### config.mk
export PLATFORM = sky130hd
export DESIGN_NAME = boot_power_sequencer
export DESIGN_NICKNAME = d
export VERILOG_FILES = /design/src/rtl/boot_seq_pkg.sv /design/src/rtl/boot_cfg_store.sv /design/src/rtl/boot_power_sequencer.sv
export SDC_FILE = /design/constraint.sdc
export NUM_CORES = 1
export LEC_CHECK = 0
export BUFFER_PORTS_ARGS = -buffer_cell sky130_fd_sc_hd__buf_2
export CORE_MARGIN = 5
export CORE_UTILIZATION = 51
export DETAILED_ROUTE_END_ITERATION = 8
export MAX_ROUTING_LAYER = met4
export PLACE_DENSITY = 0.81
export SETUP_SLACK_MARGIN = 0.3
export SKIP_LAST_GASP = 1
export SLEW_MARGIN = 20
export SYNTH_ARGS = -nofsm -noshare
export SYNTH_HDL_FRONTEND = slang
export SYNTH_SLANG_ARGS = --single-unit
### constraint.sdc
create_clock -name CLK -period 1.7 [get_ports CLK]
set_clock_uncertainty 0.05 [all_clocks]
set_input_delay 0.34 -clock CLK [delete_from_list [all_inputs] [get_ports CLK]]
set_output_delay 0.34 -clock CLK [all_outputs]
set_load 0.02 [all_outputs]
### src/rtl/boot_seq_pkg.sv
// Package for the boot power sequencer: codes, fixed-boot defaults, slot timing.
// Assumes a single 200 MHz clock domain.
package boot_seq_pkg;

  localparam int  CLK_MHZ          = 200;
  localparam int  SLOT_SHORT_US    = 500;
  localparam int  SLOT_LONG_US     = 2000;
  localparam int  SLOT_SHORT_CYC   = SLOT_SHORT_US * CLK_MHZ;
  localparam int  SLOT_LONG_CYC    = SLOT_LONG_US * CLK_MHZ;
  localparam int  SLOT_COUNT       = 15;
  localparam int  RES_COUNT        = 5;

  localparam logic [3:0] SLOT_OFF  = 4'h0;
  localparam logic [3:0] SLOT_LAST = 4'hF;
  localparam logic [3:0] SLOT_FIRST = 4'h1;

  // Resource indices in the enable vector.
  localparam int  RES_CORE_A       = 0;
  localparam int  RES_CORE_B       = 1;
  localparam int  RES_IO           = 2;
  localparam int  RES_EXT          = 3;
  localparam int  RES_LIN_REG_FIVE = 4;

  // Core rail level codes, 100 mV and 50 mV steps from 0.6 V to 1.5 V.
  typedef enum logic [3:0] {
    LVL_0V60, LVL_0V70, LVL_0V80, LVL_0V85, LVL_0V90, LVL_1V00, LVL_1V05, LVL_1V10,
    LVL_1V15, LVL_1V20, LVL_1V25, LVL_1V30, LVL_1V35, LVL_1V40, LVL_1V50, LVL_RSVD
  } core_level_t;

  localparam logic [6:0] EXT_CODE_OFF = 7'h00;
  localparam logic [6:0] EXT_CODE_3   = 7'h03;
  localparam logic [6:0] EXT_CODE_11  = 7'h0B;
  localparam logic [6:0] EXT_CODE_19  = 7'h13;
  localparam logic [6:0] EXT_CODE_23  = 7'h17;
  localparam logic [6:0] EXT_CODE_27  = 7'h1B;
  localparam logic [6:0] EXT_CODE_59  = 7'h3B;
  localparam logic [6:0] EXT_CODE_63  = 7'h3F;
  localparam logic [6:0] EXT_CODE_67  = 7'h43;
  localparam logic [7:0] RATIO_NUM    = 8'h30;
  localparam logic [7:0] RATIO_BASE   = 8'h2D;

  localparam logic [4:0] LDO_1V0_CODE = 5'h00;

  typedef struct packed {
    core_level_t core_a_level;
    logic        core_a_gain_x2;
    logic        core_a_pulse_skip_enable;
    logic [3:0]  core_a_slot;
    core_level_t core_b_level;
    logic        core_b_gain_x3;
    logic        core_b_pulse_skip_enable;
    logic [3:0]  core_b_slot;
    logic        io_rail_pulse_skip_enable;
    logic [3:0]  io_slot;
    logic [6:0]  ext_code;
    logic [3:0]  ext_slot;
    logic [4:0]  linear_regulator_five_sel;
    logic [3:0]  linear_regulator_five_slot;
    logic        slot_duration_select;
  } boot_cfg_t;

  localparam boot_cfg_t FIXED_CFG = '{
    core_a_level: LVL_1V20, core_a_gain_x2: 1'b0, core_a_pulse_skip_enable: 1'b1, core_a_slot: 4'h3,
    core_b_level: LVL_1V50, core_b_gain_x3: 1'b0, core_b_pulse_skip_enable: 1'b1, core_b_slot: 4'h6,
    io_rail_pulse_skip_enable: 1'b1, io_slot: 4'h4,
    ext_code: EXT_CODE_OFF, ext_slot: SLOT_OFF,
    linear_regulator_five_sel: LDO_1V0_CODE, linear_regulator_five_slot: SLOT_OFF,
    slot_duration_select: 1'b1
  };

endpackage

### src/rtl/boot_cfg_store.sv
// Small store for the nonvolatile boot image; read data come from a register.
// Assumes the whole image is loaded in one write before the power-up request.
`timescale 1ns/1ps
module boot_cfg_store (
  input  wire logic                      clk,
  input  wire logic                      rst_n,
  input  wire logic                      wr_en,
  input  wire boot_seq_pkg::boot_cfg_t   wr_data,
  input  wire logic                      rd_en,
  output      boot_seq_pkg::boot_cfg_t   rd_data
);

  boot_seq_pkg::boot_cfg_t mem_q;

  always_ff @(posedge clk or negedge rst_n) begin
    if (!rst_n) begin
      mem_q <= boot_seq_pkg::FIXED_CFG;
    end else if (wr_en) begin
      mem_q <= wr_data;
    end
  end

  always_ff @(posedge clk or negedge rst_n) begin
    if (!rst_n) begin
      rd_data <= boot_seq_pkg::FIXED_CFG;
    end else if (rd_en) begin
      rd_data <= mem_q;
    end
  end

endmodule

### src/rtl/boot_power_sequencer.sv
// Boot power sequencer: picks fixed or stored boot settings and steps 15 slots.
// Assumes synchronous inputs on CLK at 200 MHz and an active-low async reset.
//
// Behaviour
// - Core rail A boots at 1.2 V.
// - Core rail A enables in slot 3.
// - Core A gain x1 or x2, default x1.
// - Pulse skip on for both cores and IO.
// - Core rail B boots at 1.5 V.
// - Core rail B enables in slot 6.
// - Core B gain x1 or x3, default x1.
// - IO rail enables in slot 4.
// - External code from eight values, default off.
// - External ratio equals 48 over 45 plus code.
// - External control has no slot by default.
// - Regulator five 1 V code, no slot.
// - Fifteen ordered slots switch resources on.
// - Slot lasts 0.5 ms or 2 ms.
// - Unassigned resources stay off after sequence.
// - Boot pin low fixed, high stored.
`timescale 1ns/1ps
module boot_power_sequencer #(
  parameter int SLOT_SHORT_CYC = boot_seq_pkg::SLOT_SHORT_CYC,
  parameter int SLOT_LONG_CYC  = boot_seq_pkg::SLOT_LONG_CYC
) (
  input  wire logic                      CLK,
  input  wire logic                      RST_N,
  input  wire logic                      BOOT_MODE_PIN,
  input  wire logic                      POWER_UP_REQ,
  input  wire logic                      STORE_WR_EN,
  input  wire boot_seq_pkg::boot_cfg_t   STORE_WR_DATA,
  output      boot_seq_pkg::boot_cfg_t   ACTIVE_CFG,
  output      logic [4:0]                RAIL_ENABLE,
  output      logic [3:0]                CURRENT_SLOT,
  output      logic                      SEQ_BUSY,
  output      logic                      SEQ_DONE,
  output      logic                      EXT_CODE_VALID,
  output      logic [7:0]                EXT_RATIO_DEN
);

  typedef enum logic [2:0] {S_IDLE, S_LOAD, S_WAIT, S_RUN, S_DONE} seq_state_t;

  seq_state_t              state_q;
  logic                    boot_mode_q;
  logic                    boot_taken_q;
  boot_seq_pkg::boot_cfg_t stored_cfg;
  logic [3:0]              slot_q;
  logic [18:0]             tick_q;
  logic                    slot_end;
  logic [3:0]              res_slot [boot_seq_pkg::RES_COUNT];
  logic [4:0]              slot_hit;

  boot_cfg_store boot_cfg_store_inst (
    .clk     (CLK),
    .rst_n   (RST_N),
    .wr_en   (STORE_WR_EN),
    .wr_data (STORE_WR_DATA),
    .rd_en   (state_q == S_LOAD),
    .rd_data (stored_cfg)
  );

  // The boot pin is captured once, on the first clock after reset release.
  always_ff @(posedge CLK or negedge RST_N) begin
    if (!RST_N) begin
      boot_mode_q  <= 1'b0;
      boot_taken_q <= 1'b0;
    end else if (!boot_taken_q) begin
      boot_mode_q  <= BOOT_MODE_PIN;
      boot_taken_q <= 1'b1;
    end
  end

  always_ff @(posedge CLK or negedge RST_N) begin
    if (!RST_N) begin
      state_q <= S_IDLE;
    end else begin
      unique case (state_q)
        S_IDLE: if (POWER_UP_REQ && boot_taken_q) state_q <= S_LOAD;
        S_LOAD: state_q <= S_WAIT;
        S_WAIT: state_q <= S_RUN;
        S_RUN:  if (slot_end && slot_q == boot_seq_pkg::SLOT_LAST) state_q <= S_DONE;
        S_DONE: state_q <= S_DONE;
        default: state_q <= S_IDLE;
      endcase
    end
  end

  // Settings are latched on the same clock edge that starts slot 1.
  always_ff @(posedge CLK or negedge RST_N) begin
    if (!RST_N) begin
      ACTIVE_CFG <= boot_seq_pkg::FIXED_CFG;
    end else if (state_q == S_WAIT) begin
      ACTIVE_CFG <= boot_mode_q ? stored_cfg : boot_seq_pkg::FIXED_CFG;
    end
  end

  assign slot_end = ACTIVE_CFG.slot_duration_select ?
                    (tick_q == 19'(SLOT_LONG_CYC - 1)) : (tick_q == 19'(SLOT_SHORT_CYC - 1));

  always_ff @(posedge CLK or negedge RST_N) begin
    if (!RST_N) begin
      tick_q <= '0;
      slot_q <= boot_seq_pkg::SLOT_OFF;
    end else if (state_q == S_WAIT) begin
      tick_q <= '0;
      slot_q <= boot_seq_pkg::SLOT_FIRST;
    end else if (state_q == S_RUN) begin
      if (slot_end) begin
        tick_q <= '0;
        if (slot_q != boot_seq_pkg::SLOT_LAST) slot_q <= slot_q + 4'h1;
      end else begin
        tick_q <= tick_q + 19'h0_0001;
      end
    end
  end

  assign res_slot[boot_seq_pkg::RES_CORE_A] = ACTIVE_CFG.core_a_slot;
  assign res_slot[boot_seq_pkg::RES_CORE_B] = ACTIVE_CFG.core_b_slot;
  assign res_slot[boot_seq_pkg::RES_IO]     = ACTIVE_CFG.io_slot;
  assign res_slot[boot_seq_pkg::RES_EXT]    = ACTIVE_CFG.ext_slot;
  assign res_slot[boot_seq_pkg::RES_LIN_REG_FIVE] = ACTIVE_CFG.linear_regulator_five_slot;

  // A resource turns on one clock after the start of its slot; slot code zero means never.
  // One clocked process owns the whole enable vector, so no bit has two writers.
  for (genvar r = 0; r < boot_seq_pkg::RES_COUNT; r++) begin : g_res
    assign slot_hit[r] = (state_q == S_RUN) && (res_slot[r] != boot_seq_pkg::SLOT_OFF) &&
                         (res_slot[r] == slot_q);
  end

  always_ff @(posedge CLK or negedge RST_N) begin
    if (!RST_N) begin
      RAIL_ENABLE <= '0;
    end else begin
      RAIL_ENABLE <= RAIL_ENABLE | slot_hit;
    end
  end

  always_comb begin
    unique case (ACTIVE_CFG.ext_code)
      boot_seq_pkg::EXT_CODE_3, boot_seq_pkg::EXT_CODE_11, boot_seq_pkg::EXT_CODE_19,
      boot_seq_pkg::EXT_CODE_23, boot_seq_pkg::EXT_CODE_27, boot_seq_pkg::EXT_CODE_59,
      boot_seq_pkg::EXT_CODE_63, boot_seq_pkg::EXT_CODE_67: EXT_CODE_VALID = 1'b1;
      default: EXT_CODE_VALID = 1'b0;
    endcase
  end

  always_ff @(posedge CLK or negedge RST_N) begin
    if (!RST_N) begin
      EXT_RATIO_DEN <= boot_seq_pkg::RATIO_BASE;
    end else begin
      EXT_RATIO_DEN <= boot_seq_pkg::RATIO_BASE + {1'b0, ACTIVE_CFG.ext_code};
    end
  end

  assign CURRENT_SLOT = (state_q == S_RUN) ? slot_q : boot_seq_pkg::SLOT_OFF;
  assign SEQ_BUSY     = (state_q == S_LOAD) || (state_q == S_WAIT) || (state_q == S_RUN);
  assign SEQ_DONE     = (state_q == S_DONE);
endmodule

==> run_results.csv <==
group,metric,value,unit
outcome,status,"finished, violations left",
outcome,violations,"negative setup slack",
logic_synthesis,yosys.area.top_type_share,0.436,
cells_and_area,nFillCells,558,
logic_synthesis,yosysSeqAreaShare,0.595,
pwr,powerDensity,819,mW/mm²
die,fp.dieW,132,µm
die,core,0.0146,mm²
clocking,root_buffer,"clkbuf_16",
logic_synthesis,postSynthCellCount,678,
logic_synthesis,synth_area_per_cell,11.2,µm²
cells_and_area,nNetsFinal,1019,
route,vias,7805,
clocking,clk_latency,0.46,ns
route,initialDrtViolationCount,927,
placed_design,port_buffers,116,
global_route,grt_pass1_vias,7385,
clocking,cts-buffers-inserted,17,
clocking,cts_tree,"done",
worst_setup_path,setup.worst_path.end_class,"flop",
worst_setup_path,required,1.97,ns
placed_design,hpwl,12200,µm
sta,min_period,2.23,ns
cells_and_area,area_growth,64.1,%
logic_synthesis,synthFlopType,"dfrtp_1",
sta,rsz0062_at_grt,"yes",
global_route,grt_start_max_net_pins,51,
logic_synthesis,synth_area,0.00763,mm²
route,drt_wl_total,34200,µm
clocking,cts_num_sinks,179,
placed_design,dpl-instance-area,0.00912,mm²
logic_synthesis,synth_cell_types,49,
logic_synthesis,yosysTopAreaCell,"dfrtp_1",
placed_design,place.gp.congestion,0.853,
die,io_pins,117,
logic_synthesis,synthArstFlopShare,1.00,
logic_synthesis,synth.area.top_cells,"dfrtp_1 (44%), dfstp_2 (16%), mux2_2 (12%), nand2_1 (5.4%), nand3_1 (3.3%)",
die,initial_core_util,0.523,
cells_and_area,seq_area,0.00455,mm²
route,route.detailed.drc,0,
placed_design,dp_slack,-0.229,ns
worst_setup_path,worst_path_largest_cell_delay,0.39,ns
sta,finalMaxSlewViolations,0,
sta,setup-violations-final,107,
route,wl_per_cell,29.4,µm
sta,fin_crit_sh,1.31,
route,ant_nets,0,
sta,fmax,448,MHz
pwr,ir_worst_vdd,1.02,mV
cells_and_area,fin_area,0.0125,mm²
worst_setup_path,worst-setup-path-type,"reg -> reg",
worst_setup_path,arrival,2.51,ns
die,dieArea,0.0175,mm²
cells_and_area,diodes,0,
clocking,htreeDepth,4,
min_path,hp-class,"in -> reg",
cells_and_area,multiInputGateArea,0.00401,mm²
global_route,grt_overflow,0,
sta,layout_setup_ws,-0.531,ns
worst_setup_path,cpMostUsedCell,"buf_6",
logic_synthesis,synth.net_count,732,
logic_synthesis,synth_warnings,0,
logic_synthesis,synth_seq_cells,179,
clocking,path_clk_slew,0.07,ns
global_route,grt_pass1_wl,41600,µm
sta,whs,0.0643,ns
die,die_y,132,µm
worst_setup_path,critPathLaunchType,"flop",
cells_and_area,drive_above_1_share,0.640,
global_route,grtUsageTotal,0.312,
pwr,p_leak,5.53,nW
logic_synthesis,synth_edf_count,0,
clocking,cts_buffer_depth,2,
worst_setup_path,path_cells,"ha_2, buf_6, buf_6, and4_4, nand4_1, or2_4, a41oi_2, o31ai_1",
flow_run,max_cap_viol_count,0,
route,dr.pass1.iters,6,
worst_setup_path,critPathSlowestCell,"dfrtp_1",
route,drt-vias-per-instance,6.72,
sta,finalHoldViolCount,0,
die,row_count,44,
global_route,antenna_found_initial,0,
worst_setup_path,cp_max_fo,2,
==> per-stage QoR <==
stage / instances / util / TNS, ns / total power, mW
global route: 1162 / 0.858 / -16.75 / 10.5
floorplan: 678 / - / -0.478 / 5.25
global placement: 1000 / 0.625 / -2.43 / 5.61
finish: 1162 / 0.858 / -11.62 / 10.3
CTS: 1114 / 0.778 / -3.22 / 9.74
detailed placement: 1000 / 0.625 / -2.88 / 5.65
==> sequential cells by signal, summed over array words and instances, names as in the netlist <==
signal and count:
EXT_RATIO_DEN 8, tick_q 19, slot_q 4, boot_mode_q 1, boot_cfg_store_inst.mem_q 46, boot_taken_q 1
ACTIVE_CFG 46, boot_cfg_store_inst.rd_data 46, RAIL_ENABLE 5, state_q 3
==> final timing paths <==
path / from / end / slack, ns / cells after the start
max in group asynchronous: RST_N / ACTIVE_CFG[22] / 0.55 / 4
hold / removal: STORE_WR_DATA[25] / boot_cfg_store_inst.mem_q[25] / 0.06 / 2
setup / recovery: tick_q[0] / tick_q[16] / -0.53 / 8
min in group asynchronous: RST_N / boot_cfg_store_inst.rd_data[1] / 0.31 / 2
hold reg to reg: boot_cfg_store_inst.mem_q[40] / boot_cfg_store_inst.rd_data[40] / 0.43 / 2
setup reg to reg: tick_q[0] / tick_q[16] / -0.53 / 8
==> routing by layer <==
metal,part of all wire,GRT usage,wire (µm)
met4,0.087,0.160,2960
met5,0,-,0
met3,0.11,0.0927,3690
met2,0.46,0.475,15800
met1,0.34,0.377,11700
==> final cells by class <==
class | instances | share of cell area
flip-flops and latches | 179 | 0.364
multi-input cells | 444 | 0.321
repair buffers | 305 | 0.245
clock buffers | 21 | 0.0368
well taps | 184 | 0.0184
clock inverters | 11 | 0.0101
inverters | 18 | 0.00550
==> cells in the mapped netlist (2+ instances only) <==
cell type / number
nor4_1: 3
inv_1: 17
a31oi_1: 18
nor3_1: 18
nand4_1: 10
nor2b_1: 2
or4_1: 2
ha_1: 3
mux2_2: 80
xor2_1: 5
nand3_1: 51
buf_2: 4
o31ai_1: 3
nand3b_1: 2
xnor2_1: 19
nand2_1: 109
or3_1: 3
clkbuf_1: 30
dfrtp_1: 133
a22oi_1: 2
and4_1: 2
a21oi_1: 15
and3_1: 11
nor2_1: 25
nand4b_1: 4
nand2b_1: 4
o21bai_1: 7
dfstp_2: 46
o21ai_0: 24
and2_1: 3
o211ai_1: 2
buf_1: 4
==> cell usage in the layout (no fill, tap or decap), types with 20 or more instances in the layout <==
| master | instances |
|---|---|
| dfstp_2 | 46 |
| dfrtp_1 | 122 |
| buf_12 | 20 |
| buf_2 | 58 |
| nand3_2 | 26 |
| mux2_4 | 32 |
| buf_4 | 112 |
| mux2_2 | 48 |
| buf_6 | 96 |
| nand2_1 | 80 |
| nand2_2 | 25 |
==> timing repair <==
| item | in CTS | in global routing |
|---|---|---|
| setup buffers | 67 | 47 |
| setup endpoints to repair | 168 | 182 |
| endpoints found under the hold margin | 30 | 0 |
| pin swaps | 60 | 54 |
| gates resized for setup | 217 | 183 |
| cloned | 14 | 1 |
| hold buffers | 1 | 0 |
==> critical path, delay by kind of cell (launching register included) <==
| family | cells | cell delay, ns |
|---|---|---|
| and+or+nand+nor | 3 | 0.94 |
| adders and majority gates | 1 | 0.21 |
| buffers and inverters | 2 | 0.20 |
| DFF | 1 | 0.39 |
| AOI/OAI and AO/OA | 2 | 0.31 |
==> where the power goes <==
part	leakage (nW)	switching, mW	internal (mW)
Clock	0.283	1.92	2.26
Combinational	3.11	0.658	0.602
Sequential	2.13	0.234	4.59
==> kinds of logic (layout without fill, tap and decap cells) <==
| logic type | Yosys count | count (layout) | synth area share |
|---|---|---|---|
| mux | 81 | 81 | 0.119 |
| compound gates | 80 | 81 | 0.0666 |
| simple gates | 254 | 254 | 0.158 |
| other cells | 1 | 1 | 0.000492 |
| xor+xnor | 24 | 24 | 0.0276 |
| buf+inv | 56 | 355 | 0.0282 |
| fa+ha+maj | 3 | 3 | 0.00492 |
| flops | 179 | 179 | 0.595 |
(Power assumes the default switching activity.)
